### config.mk
export PLATFORM = sky130hd
export DESIGN_NAME = fadc_dev_flat
export DESIGN_NICKNAME = d
export VERILOG_FILES = /design/src/hdl/fadc_pkg.sv /design/src/hdl/fadc_link_if.sv /design/src/hdl/fadc_dev.sv /design/src/flat_wrapper.sv
export SDC_FILE = /design/constraint.sdc
export NUM_CORES = 1
export LEC_CHECK = 0
export BUFFER_PORTS_ARGS = -buffer_cell sky130_fd_sc_hd__buf_4
export CAP_MARGIN = 20
export CORE_UTILIZATION = 45
export CTS_CLUSTER_SIZE = 28
export DETAILED_ROUTE_END_ITERATION = 8
export SYNTH_ARGS = -nofsm -noshare
export SYNTH_HDL_FRONTEND = slang
export SYNTH_SLANG_ARGS = --single-unit
### constraint.sdc
create_clock -name core_clk -period 11.8 [get_ports core_clk]
set_clock_uncertainty 0.2 [all_clocks]
set_input_delay 1.18 -clock core_clk [delete_from_list [all_inputs] [get_ports core_clk]]
set_output_delay 1.18 -clock core_clk [all_outputs]
set_load 0.01 [all_outputs]
### src/hdl/fadc_pkg.sv
// Shared constants for the flash converter timing model.
// Assumes a 100 MHz core_clk on both ends.
package fadc_pkg;
   localparam int          NUM_COMP          = 256;
   localparam int          CODE_W            = 8;
   localparam int          CLK_PERIOD_NS     = 10;
   localparam int          DATA_VALID_NS     = 65;
   localparam int          DATA_VALID_CYC    = (DATA_VALID_NS + CLK_PERIOD_NS - 1) / CLK_PERIOD_NS;
   localparam int          SAMPLE_MAX_NS     = 500;
   localparam int          SAMPLE_MAX_CYC    = SAMPLE_MAX_NS / CLK_PERIOD_NS;
   localparam int          HALF_PERIOD_CYC   = 4;
   localparam int          CAPTURE_WAIT_CYC  = 16;
   localparam logic [7:0]  RESET_CODE        = 8'h00;
   localparam logic [3:0]  DLY_W_MAX         = 4'hF;
endpackage

### src/hdl/fadc_link_if.sv
// Pin bundle between the converter and its capture host.
// Assumes the testbench resolves tri-state data from the enables.
`timescale 1ns/1ps
`default_nettype none
interface fadc_link_if;
   logic        conv_clk;
   logic        clock_polarity_select;
   logic        data_disable_high;
   logic        all_output_enable;
   logic [7:0]  conv_data;
   logic [7:0]  conv_data_oe;
   logic        overflow_flag;
   logic        overflow_oe;
   modport dev  (input conv_clk, clock_polarity_select, data_disable_high, all_output_enable,
                 output conv_data, conv_data_oe, overflow_flag, overflow_oe);
   modport host (output conv_clk, clock_polarity_select, data_disable_high, all_output_enable,
                 input conv_data, conv_data_oe, overflow_flag, overflow_oe);
endinterface
`default_nettype wire

### src/hdl/fadc_dev.sv
// Converter end: two-phase clocking, two latch rows, decode, output register, enables.
// Assumes conv_clk and control pins are asynchronous to core_clk; analog in is a level.
`timescale 1ns/1ps
`default_nettype none
// What this block does
// - One conversion per converter clock cycle
// - Select high: balance high, sample low
// - Select inverts incoming clock level
// - Select low: rising edge starts sampling
// - Sample end freezes comparators into row one
// - Balance end copies row one to row two
// - Taps above input report high
// - Thermometer decodes to count plus overflow
// - Next sample end loads outputs, delayed
// - Data needs two like-polarity edges
// - Host keeps sampling under 500 ns
// - Host double pulses in intermittent use
// - Host parks indefinitely in balance
// - Short standby only under limit
// - Enable low floats all nine outputs
// - Disable high floats data, overflow driven
// - Overflow above top count transition
// - Straight binary, bit one least significant
module fadc_dev (
   input  wire logic       core_clk,
   input  wire logic       resetn,
   input  wire logic [8:0] analog_level,
   fadc_link_if.dev        link
);

   // ------------------------------------------------------------
   // State
   // ------------------------------------------------------------

   typedef struct packed {
      logic [1:0]   ck_s;
      logic [1:0]   ps_s;
      logic [1:0]   dh_s;
      logic [1:0]   oe_s;
      logic [8:0]   an_s1;
      logic [8:0]   an_s2;
      logic         phase;
      logic [255:0] row1;
      logic [255:0] row2;
      logic [8:0]   code;
      logic [8:0]   pipe;
      logic [3:0]   dly;
      logic [7:0]   dat;
      logic         ovf;
      logic [7:0]   dat_oe;
      logic         ovf_oe;
   } fadc_dev_type;

   fadc_dev_type st_r;
   fadc_dev_type st_nxt;
   logic         smp_lvl;
   logic         smp_end;
   logic         bal_end;

   // ------------------------------------------------------------
   // Pin synchronisers
   // ------------------------------------------------------------

   // Two-stage shift; only the second stage is read by logic
   function automatic logic [1:0] fadc_sync2(input logic [1:0] s, input logic pin);
      return {s[0], pin};
   endfunction

   // ------------------------------------------------------------
   // Comparator bank
   // ------------------------------------------------------------

   // Tap n trips at level 2n+1 over 512; input in half-LSB steps
   function automatic logic [255:0] fadc_thermo(input logic [8:0] lvl);
      logic [255:0] t;
      t = '0;
      for (int n = 0; n < fadc_pkg::NUM_COMP; n++) begin
         t[n] = (9'(2 * n + 1) > lvl);
      end
      return t;
   endfunction

   // ------------------------------------------------------------
   // Decoder
   // ------------------------------------------------------------

   // Count of low comparators
   function automatic logic [8:0] fadc_count_low(input logic [255:0] t);
      logic [8:0] c;
      c = '0;
      for (int n = 0; n < fadc_pkg::NUM_COMP; n++) begin
         c = c + {8'h00, ~t[n]};
      end
      return c;
   endfunction

   // Count 256 shows as overflow with 255 data
   function automatic logic [8:0] fadc_saturate(input logic [8:0] c);
      logic [8:0] s;
      s = c;
      if (c[8]) begin
         s = 9'h1FF;
      end
      return s;
   endfunction

   function automatic logic [8:0] fadc_decode(input logic [255:0] t);
      return fadc_saturate(fadc_count_low(t));
   endfunction

   // ------------------------------------------------------------
   // Output enables
   // ------------------------------------------------------------

   // All eight data bits follow the disable, as the truth table has it
   function automatic logic [7:0] fadc_dat_drive(input logic en, input logic dis_hi);
      logic [7:0] d;
      d = 8'h00;
      if (en && !dis_hi) begin
         d = 8'hFF;
      end
      return d;
   endfunction

   // ------------------------------------------------------------
   // Next state
   // ------------------------------------------------------------

   always_comb begin
      st_nxt       = st_r;

      st_nxt.ck_s  = fadc_sync2(st_r.ck_s, link.conv_clk);
      st_nxt.ps_s  = fadc_sync2(st_r.ps_s, link.clock_polarity_select);
      st_nxt.dh_s  = fadc_sync2(st_r.dh_s, link.data_disable_high);
      st_nxt.oe_s  = fadc_sync2(st_r.oe_s, link.all_output_enable);
      st_nxt.an_s1 = analog_level;
      st_nxt.an_s2 = st_r.an_s1;

      // Sample phase is the clock level flipped by the select
      smp_lvl      = st_r.ck_s[1] ^ st_r.ps_s[1];
      smp_end      = st_r.phase && !smp_lvl;
      bal_end      = !st_r.phase && smp_lvl;
      st_nxt.phase = smp_lvl;

      // Row one follows the input while sampling, frozen after
      if (smp_lvl) begin
         st_nxt.row1 = fadc_thermo(st_r.an_s2);
      end

      // Row two takes row one as balance ends
      if (bal_end) begin
         st_nxt.row2 = st_r.row1;
      end

      st_nxt.code = fadc_decode(st_r.row2);

      // Sample end loads the previous decode, shown after the delay
      if (smp_end) begin
         st_nxt.pipe = st_r.code;
         st_nxt.dly  = 4'(fadc_pkg::DATA_VALID_CYC);
      end else if (st_r.dly != 4'h0) begin
         st_nxt.dly = st_r.dly - 4'h1;
      end

      if (st_r.dly == 4'h1) begin
         st_nxt.dat = st_r.pipe[7:0];
         st_nxt.ovf = st_r.pipe[8];
      end

      st_nxt.ovf_oe = st_r.oe_s[1];
      st_nxt.dat_oe = fadc_dat_drive(st_r.oe_s[1], st_r.dh_s[1]);
   end

   // ------------------------------------------------------------
   // Registers
   // ------------------------------------------------------------

   always_ff @(posedge core_clk or negedge resetn) begin
      if (!resetn) begin
         st_r <= '0;
      end else begin
         st_r <= st_nxt;
      end
   end

   // ------------------------------------------------------------
   // Pins
   // ------------------------------------------------------------

   assign link.conv_data     = st_r.dat;
   assign link.conv_data_oe  = st_r.dat_oe;
   assign link.overflow_flag = st_r.ovf;
   assign link.overflow_oe   = st_r.ovf_oe;
endmodule
`default_nettype wire

### src/flat_wrapper.sv
// flat-port wrapper written by rule: the top's interface ports become plain ports
module fadc_dev_flat 
  (core_clk, resetn, analog_level, link_conv_clk, link_clock_polarity_select, link_data_disable_high, link_all_output_enable, link_conv_data, link_conv_data_oe, link_overflow_flag, link_overflow_oe);
  fadc_link_if link_i ();
  input  wire logic core_clk;
  input  wire logic resetn;
  input  wire logic [8:0] analog_level;
  input wire logic [$bits(link_i.conv_clk)-1:0] link_conv_clk;
  input wire logic [$bits(link_i.clock_polarity_select)-1:0] link_clock_polarity_select;
  input wire logic [$bits(link_i.data_disable_high)-1:0] link_data_disable_high;
  input wire logic [$bits(link_i.all_output_enable)-1:0] link_all_output_enable;
  output wire logic [$bits(link_i.conv_data)-1:0] link_conv_data;
  output wire logic [$bits(link_i.conv_data_oe)-1:0] link_conv_data_oe;
  output wire logic [$bits(link_i.overflow_flag)-1:0] link_overflow_flag;
  output wire logic [$bits(link_i.overflow_oe)-1:0] link_overflow_oe;
  assign link_i.conv_clk = link_conv_clk;
  assign link_i.clock_polarity_select = link_clock_polarity_select;
  assign link_i.data_disable_high = link_data_disable_high;
  assign link_i.all_output_enable = link_all_output_enable;
  assign link_conv_data = link_i.conv_data;
  assign link_conv_data_oe = link_i.conv_data_oe;
  assign link_overflow_flag = link_i.overflow_flag;
  assign link_overflow_oe = link_i.overflow_oe;
  fadc_dev u_core (.core_clk(core_clk), .resetn(resetn), .analog_level(analog_level), .link(link_i));
endmodule
======== After elaboration in Yosys (flattened, before gate mapping) ========
Cells that the tools add are included.
cells by class
  order comparisons ....................... 256
  bitwise logic cells ..................... 257
  add/subtract/negate cells ............... 256
  reduce and logical (&&, ||, !) cells .... 8
  eq/ne operators ......................... 1
  mux-type cells .......................... 4
operator list
  cell                   count
  $add A9 B1 Y9          254
  $gt A9 B9 Y1 const A   128
  $gt A8 B9 Y1 const A   64
  $gt A7 B9 Y1 const A   32
  $not A1 Y1             256
  $gt A6 B9 Y1 const A   16
  $gt A5 B9 Y1 const A   8
  $gt A4 B9 Y1 const A   4
  $gt A3 B9 Y1 const A   2
  $gt A1 B9 Y1 const A   1
  $gt A2 B9 Y1 const A   1
  $mux W9                1
  $mux W4                2
  $mux W8                1
  $eq A4 B1 Y1 const B   1
  $reduce_bool A4 Y1     1
  $sub A4 B1 Y4 const B  1
  $logic_and A1 B1 Y1    3
  $logic_not A1 Y1       3
  $add A1 B1 Y2          1
  $reduce_bool A2 Y1     1
  $xor A1 B1 Y1          1
storage, ports and cells
  register bits after elaboration ......... 579
  input port bits ......................... 15
  word-level logic and storage cells ...... 798
  output and inout bits ................... 18

======== Longest topological paths before layout ========
Gate-level depths: netlist (run 1).
  depth in word-level cells ............... 257
  depth in mapped cells ................... 27
  mapped depth without buffers ............ 27

======== Least setup slack after synthesis (run 1) ========
No wires, ideal clock.
  path type ............................... register to register
  start point ............................. reg u_core.st_r[40] in the netlist's numbering
  end point ............................... reg u_core.st_r[34] in the netlist's numbering
  setup time .............................. 0.119 ns
  path buffers ............................ 0
  data arrival time ....................... 7.708 ns
  cell stages (with the launch flop) ...... 21
  period minus slack after synthesis ...... 8.027 ns
  path slack .............................. 3.773 ns
  data required time ...................... 11.481 ns
  cell sequence ........................... dfrtp_1 -> inv_1 -> ha_1 -> fa_1 -> fa_1 -> fa_1 -> fa_1 -> fa_1 -> fa_1 -> fa_1 -> fa_1 -> fa_1 -> fa_1 -> inv_1 -> fa_1 -> inv_1 -> fa_1 -> a21o_1 -> a221oi_2 -> o21a_1 -> a21bo_2
RTL lines
  element                 line             text
  start, declared         fadc_dev.sv:54   fadc_dev_type st_r;
  start signal, assigned  fadc_dev.sv:182  st_r <= st_nxt;

==> results of run 1 <==
## per-layer routing
metal	GRT usage, %	vias to the layer above
met5	0	-
met4	13.4	2
met3	6.41	206
met2	42.9	856
met1	40.4	11100
li1	-	9429
## cells by family (layout without fill, tap and decap cells)
group           after synthesis  count (layout)  synth area share (%)
flops                       572             572                  46.9
compound gates              694             694                  13.3
xor+xnor                      5               5                 0.168
mux                         104             104                  3.80
simple gates                669             669                  9.62
other cells                   0               1                     0
buf+inv                     618             592                  8.49
fa+ha+maj                   285             285                  17.7
## Yosys cell counts (all sizes together) (10+ instances only)
cell type,number,area (sq um)
nand2,388,1460
a31oi,28,175
a22o,19,166
clkbuf,67,251
o22a,10,87.6
fa,242,4840
nand3,27,135
and3,10,62.6
dfrtp,572,14300
a21oi,147,747
o221ai,16,140
mux2,95,1070
buf,143,806
o31ai,17,128
o21ai,339,1700
inv,408,1530
or3,11,68.8
o211ai,12,90.1
ha,43,538
o22ai,44,275
nor2,146,568
nor3,24,141
## metrics by stage
stage,hold WS (ps),std cells,cell area (sq um)
after detailed placement,135,3680,31100
after global placement,132,3680,31100
after global routing,153,3795,33400
after floorplan,131,2947,30500
after CTS,145,3792,33300
final,143,3795,33400
## sequential cells by signal, indices dropped and copies added, names as in the netlist
| name | flops |
|---|---|
| u_core.link.conv_data | 8 |
| u_core.st_r | 547 |
| u_core.st_nxt | 14 |
| u_core.link.overflow_flag | 1 |
| u_core.link.conv_data_oe | 1 |
| u_core.link.overflow_oe | 1 |
## area by class of cell
cell class                      instances  area share [%]
Tap cell                              873            3.27
Inverter                              408            4.60
Sequential cell                       572            42.9
Clock buffer                           96            5.96
Antenna cell                            1         0.00749
Timing Repair Buffer                   72            1.87
Clock inverter                         16           0.633
Multi-Input combinational cell       1757            40.8
## cells in the final DEF, fill, tap and decap left out, types with 6 or more instances in the layout
master	n
sky130_fd_sc_hd__nand2_1	386
sky130_fd_sc_hd__buf_4	66
sky130_fd_sc_hd__o21ai_0	324
sky130_fd_sc_hd__or3_1	11
sky130_fd_sc_hd__ha_1	43
sky130_fd_sc_hd__o22ai_1	44
sky130_fd_sc_hd__mux2_2	95
sky130_fd_sc_hd__and3_1	10
sky130_fd_sc_hd__dfrtp_1	569
sky130_fd_sc_hd__o21ai_1	12
sky130_fd_sc_hd__nand3_1	27
sky130_fd_sc_hd__inv_1	405
sky130_fd_sc_hd__and2_1	8
sky130_fd_sc_hd__o31ai_1	17
sky130_fd_sc_hd__clkbuf_1	13
sky130_fd_sc_hd__clkinv_2	9
sky130_fd_sc_hd__o221ai_1	16
sky130_fd_sc_hd__clkbuf_16	71
sky130_fd_sc_hd__nor3_1	21
sky130_fd_sc_hd__nor2_1	140
sky130_fd_sc_hd__nor2b_1	9
sky130_fd_sc_hd__o311ai_0	6
sky130_fd_sc_hd__a31oi_1	28
sky130_fd_sc_hd__a21oi_1	144
sky130_fd_sc_hd__fa_1	242
sky130_fd_sc_hd__o21a_1	6
sky130_fd_sc_hd__o22a_1	10
sky130_fd_sc_hd__a32o_1	9
sky130_fd_sc_hd__a22o_1	19
sky130_fd_sc_hd__mux2i_1	9
sky130_fd_sc_hd__a21o_1	9
sky130_fd_sc_hd__clkbuf_8	12
sky130_fd_sc_hd__o211ai_1	12
## worst min path at each step
stage | endpoint | from | slack (ps)
finish | u_core.st_r[556]$_DFF_PN0_ | u_core.st_nxt[556]$_DFF_PN0_ | 140
global placement | u_core.st_r[556]$_DFF_PN0_ | u_core.st_nxt[556]$_DFF_PN0_ | 130
detailed placement | u_core.st_r[556]$_DFF_PN0_ | u_core.st_nxt[556]$_DFF_PN0_ | 130
floorplan | u_core.st_nxt[0]$_DFF_PN0_ | u_core.st_nxt[572]$_DFF_PN0_ | 130
global route | u_core.st_r[553]$_DFF_PN0_ | u_core.st_nxt[553]$_DFF_PN0_ | 150
CTS | u_core.st_r[556]$_DFF_PN0_ | u_core.st_nxt[556]$_DFF_PN0_ | 150
## worst reg2reg max path: cells and delay by family (launching register included)
family	cells	cell delay, ps
AOI/OAI and AO/OA	4	1130
adders and majority gates	12	6120
buffers and inverters	7	470
DFF	1	370
==> summary.md, run 1 <==
| Metric | Value |
|---|---|
| Total half-perimeter wirelength after legalization and detailed placement | `67,000 microns` |
| CTS clk-pin slew, worst paths | `60 ps` |
| CTS resizes | `0` |
| Number of design-rule violations left by the first detailed-router iteration | `2,161` |
| Global routing usage summed across all routing layers | `28.9%` |
| Post-route clock period utilization | `71.4%` |
| Sequential standard cell area | `14,300 sq um` |
| Worst-margin pin slew | `1180 ps` |
| Antenna violations before repair | `5` |
| Critical Path End Type | `flop` |
| Maximum achievable frequency | `0.119 GHz` |
| Critical path's slowest cell | `sky130_fd_sc_hd__fa_1` |
| CP cell instances | `inv_1, fa_1, fa_1, inv_1, fa_1, inv_1, fa_1, fa_1, fa_1, inv_1, fa_1, fa_1, inv_1, fa_1, fa_1, inv_1, fa_1, inv_1, fa_1, a21o_1, a221oi_2, o21a_1, a21bo_2` |
| Min-Delay Path Depth | `0` |
| Port buffer count | `32` |
| Most common cell on crit path | `sky130_fd_sc_hd__fa_1` |
| DRC violation count after routing | `0` |
| Longest individual stage delay on the worst path | `590 ps` |
| Die Span Y | `262 microns` |
| Max-cap violation count | `0` |
| Final setup margin | `3380 ps` |
| Buffer levels on the longest clock path | `3` |
| Root cell of the clock tree | `sky130_fd_sc_hd__clkbuf_16` |
| Share of final-layout standard cells stronger than drive strength 1 | `10.5%` |
| Setup violation total in the final timing report | `0` |
| Number of enable-type register cells in the synthesized netlist | `0` |
| Data arrival time of the critical path | `8700 ps` |
| Routed length on met3 | `7560 microns` |
| Synthesis-stage register bit count | `572` |
| Detailed-routed wire length on met2 | `42,500 microns` |
| Max H-tree Level | `3` |
| Routed metal-1 wirelength | `41,600 microns` |
| Min cycle time layout | `8420 ps` |
| Final antenna-violating net count | `0` |
| Remaining global-route overflow | `0` |
| Netlist area before placement | `30,500 sq um` |
| Syn-to-layout area delta | `9.51%` |
| Run status | `finished clean` |
| Stages on the worst setup path | `23` |
| Max-Slew Margin vs Limit | `20.6%` |
| Number of nets in the layout | `3,178` |
| Final Hold Violating Endpoints | `0` |
| Setup slack, reg-to-reg | `3380 ps` |
| Multi-input gate area in the final layout | `13,600 sq um` |
| Number of global-route vias before repair | `22,600` |
| Maximum number of pins on one net before global-route repair | `195` |
| Worst reg-to-reg path cell count | `23` |
| Sum of negative setup slack | `0 ps` |
| Startpoint type of the worst setup path | `flop` |
| Die span in x | `262 microns` |
| Uppermost layer routed | `met5` |
| Setup repair after global routing missed its margin | `no` |
| Yosys warns | `0` |
| Data required, critical path | `12,080 ps` |
| Post-DR wirelength/cell | `25.4 microns` |
| Die footprint | `68,800 sq um` |
| # IOs | `33` |
| Detailed-router iteration count before antenna repair | `6` |
| Termination of the worst setup path | `u_core.st_r[34]$_DFF_PN0_` |
| TritonCTS clock tree | `done` |
| Worst Setup Slack post-DPL | `3390 ps` |
| Post-CTS Hold Fix Bufs | `0` |
| Final weighted congestion in routability-driven placement | `1.00` |
| Worst path bufs/invs | `7` |
| End-of-flow core utilization | `49.7%` |
| Nets in the synthesized netlist | `3,247` |
| Proportion of synthesized chip area in sequential cells | `46.9%` |
| Cell count after synthesis | `2,947` |
| Dominant register cell in the synthesized netlist | `sky130_fd_sc_hd__dfrtp_1` |
| Share of async-settable or async-resettable flops after synthesis | `100%` |
| First-pass GRT wire length | `147,000 microns` |
| Vias per Instance | `5.68` |
| Largest fanout of any net on the critical path | `8` |
| Post-CTS Setup Inserts | `0` |
| Final Max Slew Viols | `0` |
| Effective utilization at floorplan | `45.4%` |
| Total of fill cells in the finished design | `6,098` |
| Clock insertion delay at the later pin of the skew report | `620 ps` |
| Critical path type | `reg -> reg` |
| Post-synthesis cell type count | `84` |
| Num Clock Sinks | `572` |
| Standard-cell rows | `95` |
| Via count | `21,500` |
| Timing startpoint of the critical path | `u_core.st_r[156]$_DFFE_PN0P_` |
| Worst r2r src | `u_core.st_r[156]$_DFFE_PN0P_` |
| Final wirelength | `96,600 microns` |
| Cts bufs inserted | `67` |
| Core area | `67,200 sq um` |
| Worst min path class | `reg -> reg` |
| Mean instance size in the synthesized netlist | `10.3 sq um` |
| R2R Path End | `u_core.st_r[34]$_DFF_PN0_` |
| CP top delay family | `adder cells` |
Power of run 1 is left out: the tool's default activity adds up to more than one toggle a clock period on the data nets, which glitch-free logic cannot reach.
==> inputs of run 2 (changes only) <==
==> constraint.sdc (replaced) <==
create_clock -name core_clk -period 7.5 [get_ports core_clk]
set_clock_uncertainty 0.2 [all_clocks]
set_input_delay 0.75 -clock core_clk [delete_from_list [all_inputs] [get_ports core_clk]]
set_output_delay 0.75 -clock core_clk [all_outputs]
set_load 0.01 [all_outputs]
==> run 2 against run 1 <==
Effect of this change: the flow now finishes with violations (setup timing); sequential share of layout area down 0.52 points; cell count up 1.3%; count of clock-buffer cells in the layout down 6; non-clock buffer count up 44; critical path depth up 1; register-to-register slack worse by 4000 ps; routed wire length down 1.7%; global-route usage down 0.61 points; first-iteration DRC count up 4.6%; largest cell class unchanged; highest routed layer unchanged.
==> summary.md, run 2 (synthesis gave the netlist of run 1 again) <==
| Metric | Value |
|---|---|
| Run status | `finished with violations (was finished clean)` |
| Failing checks | `setup timing` |
| Startpoint type of the worst setup path | `flop (unchanged)` |
| Effective utilization at floorplan | `45.4% (unchanged)` |
| Final weighted congestion in routability-driven placement | `0.980 (was 1.00)` |
| Routed metal-1 wirelength | `41,200 microns (was 41,600 microns)` |
| # IOs | `33 (unchanged)` |
| Post-route clock period utilization | `108% (was 71.4%)` |
| Maximum number of pins on one net before global-route repair | `196 (was 195)` |
| Final Hold Violating Endpoints | `0 (unchanged)` |
| Leading cell types in the layout, fill and taps excluded | `569 x sky130_fd_sc_hd__dfrtp_1, 400 x sky130_fd_sc_hd__inv_1, 382 x sky130_fd_sc_hd__nand2_1 (was 569 x sky130_fd_sc_hd__dfrtp_1, 405 x sky130_fd_sc_hd__inv_1, 386 x sky130_fd_sc_hd__nand2_1)` |
| Die span in x | `262 microns (unchanged)` |
| Final antenna-violating net count | `0 (unchanged)` |
| Die footprint | `68,800 sq um (unchanged)` |
| Antenna diode instance count | `0 (was 1)` |
| Detailed-routed wire length on met2 | `42,800 microns (was 42,500 microns)` |
| Remaining global-route overflow | `0 (unchanged)` |
| Number of design-rule violations left by the first detailed-router iteration | `2,260 (was 2,161)` |
| Uppermost layer routed | `met5 (unchanged)` |
| Most common cell on crit path | `sky130_fd_sc_hd__fa_1 (unchanged)` |
| Total half-perimeter wirelength after legalization and detailed placement | `66,700 microns (was 67,000 microns)` |
| Critical Path End Type | `flop (unchanged)` |
| Final wirelength | `95,000 microns (was 96,600 microns)` |
| Sequential standard cell area | `14,300 sq um (about the same)` |
| Num Clock Sinks | `572 (unchanged)` |
| Vias per Instance | `5.64 (was 5.68)` |
| TritonCTS clock tree | `done (unchanged)` |
| Root cell of the clock tree | `sky130_fd_sc_hd__clkbuf_16 (unchanged)` |
| Clock insertion delay at the later pin of the skew report | `630 ps (was 620 ps)` |
| Global routing usage summed across all routing layers | `28.2% (was 28.9%)` |
| Min cycle time layout | `8100 ps (was 8420 ps)` |
| Worst min path class | `in -> async (was reg -> reg)` |
| Critical path type | `reg -> reg (unchanged)` |
| Largest fanout of any net on the critical path | `3 (was 8)` |
| Data arrival time of the critical path | `8400 ps (was 8700 ps)` |
| DRC violation count after routing | `0 (unchanged)` |
| Multi-input gate area in the final layout | `13,700 sq um (was 13,600 sq um)` |
| Antenna violations before repair | `4 (was 5)` |
| Max-cap violation count | `0 (unchanged)` |
| Die Span Y | `262 microns (unchanged)` |
| Max-Slew Margin vs Limit | `20.2% (was 20.6%)` |
| Setup repair after global routing missed its margin | `yes (was no)` |
| Number of global-route vias before repair | `22,300 (was 22,600)` |
| Total of fill cells in the finished design | `6,057 (was 6,098)` |
| Via count | `21,700 (was 21,500)` |
| Worst Setup Slack post-DPL | `-635 ps (was 3390 ps)` |
| Setup violation total in the final timing report | `9 (was 0)` |
| Data required, critical path | `7790 ps (was 12,080 ps)` |
| Post-CTS Hold Fix Bufs | `0 (unchanged)` |
| Final Max Slew Viols | `0 (unchanged)` |
| Critical path's slowest cell | `sky130_fd_sc_hd__fa_2 (was sky130_fd_sc_hd__fa_1)` |
| Worst-margin pin slew | `1180 ps (about the same)` |
| Cell Area, Placed | `31,500 sq um (was 31,100 sq um)` |
| Detailed-router iteration count before antenna repair | `7 (was 6)` |
| CP cell instances | `fa_1, inv_1, fa_1, inv_2, fa_2, inv_2, fa_1, fa_1, fa_1, fa_1, inv_1, fa_1, inv_2, fa_1, fa_1, fa_1, inv_1, fa_2, inv_2, fa_2, a21o_1, a221oi_4, o21a_1, a21bo_2 (was inv_1, fa_1, fa_1, inv_1, fa_1, inv_1, fa_1, fa_1, fa_1, inv_1, fa_1, fa_1, inv_1, fa_1, fa_1, inv_1, fa_1, inv_1, fa_1, a21o_1, a221oi_2, o21a_1, a21bo_2)` |
| Longest individual stage delay on the worst path | `580 ps (was 590 ps)` |
| Post-DR wirelength/cell | `24.7 microns (was 25.4 microns)` |
| Share of final-layout standard cells stronger than drive strength 1 | `13.1% (was 10.5%)` |
| Flip-flop count of the largest register after layout | `547 (unchanged)` |
| Finished Layout Cells | `3,846 (was 3,795)` |
| Standard-cell rows | `95 (unchanged)` |
| End-of-flow core utilization | `50.3% (was 49.7%)` |
| Core area | `67,200 sq um (unchanged)` |
| Routed length on met3 | `7250 microns (was 7560 microns)` |
| Final setup margin | `-605 ps (was 3380 ps)` |
| Cts bufs inserted | `67 (unchanged)` |
| Register with the most flip-flops | `u_core.st_r (unchanged)` |
| Syn-to-layout area delta | `10.9% (was 9.51%)` |
| First-pass GRT wire length | `145,000 microns (was 147,000 microns)` |
| Buffer levels on the longest clock path | `3 (unchanged)` |
| DP Cell Count | `3,722 (was 3,680)` |
| Leading cell type in the layout, fill and taps excluded | `sky130_fd_sc_hd__dfrtp_1 (unchanged)` |
| Post-route design area | `33,800 sq um (was 33,400 sq um)` |
| Number of nets in the layout | `3,222 (was 3,178)` |
| Port buffer count | `32 (unchanged)` |
| Max H-tree Level | `3 (unchanged)` |
| Maximum achievable frequency | `0.123 GHz (was 0.119 GHz)` |
| CTS clk-pin slew, worst paths | `60 ps (about the same)` |
[run 2: layout make-up]
| type | instances | area share (%) |
|---|---|---|
| clock buffers | 90 | 5.66 |
| well taps | 873 | 3.23 |
| multi-input cells | 1757 | 40.5 |
| flip-flops and latches | 572 | 42.4 |
| repair buffers | 116 | 2.92 |
| clock inverters | 30 | 0.766 |
| inverters | 408 | 4.55 |
[run 2: final timing paths]
check / depth (start not counted) / slack (ps) / to / from
max in group asynchronous: 2 / 5500 / u_core.st_r[557]$_DFF_PN0_ / resetn
setup / recovery: 24 / -600 / u_core.st_r[34]$_DFF_PN0_ / u_core.st_r[94]$_DFFE_PN0P_
hold reg to reg: 0 / 150 / u_core.st_r[553]$_DFF_PN0_ / u_core.st_nxt[553]$_DFF_PN0_
hold / removal: 1 / 20 / u_core.st_r[20]$_DFFE_PN0P_ / resetn
min in group core_clk: 1 / 30 / u_core.st_nxt[576]$_DFF_PN0_ / link_clock_polarity_select
setup reg to reg: 24 / -600 / u_core.st_r[34]$_DFF_PN0_ / u_core.st_r[94]$_DFFE_PN0P_
[run 2: per-stage QoR]
stage          setup TNS, ps  hold WS [ps]
6_report               -5040          20.3
5_1_grt                -6940          19.7
4_1_cts                -4900          8.70
3_5_place_dp           -5240           135
3_3_place_gp           -5210           134
2_1_floorplan           -784           131
[run 2: repair_timing]
| action | in CTS | in global routing |
|---|---|---|
| gates resized for setup | 4 | 16 |
| endpoints found under the setup margin | 9 | 9 |
| pin swaps | 1 | 3 |
| hold endpoints to repair | 0 | 0 |
| gates cloned | 0 | 0 |
| setup buffers | 2 | 1 |
[run 2: layer usage]
| metal | track usage, % | up-vias |
|---|---|---|
| li1 | - | 9517 |
| met1 | 40.2 | 11200 |
| met2 | 42.5 | 828 |
| met3 | 5.82 | 179 |
| met4 | 11.3 | 4 |
| met5 | 0 | - |
[run 2: critical path: cells and delay by family (launching register included)]
family                     cells  cell delay, ps
AOI/OAI and AO/OA              4             910
buffers and inverters          7             370
adders and majority gates     13            6080
DFF                            1             400
Power of run 2 is left out for the same reason.
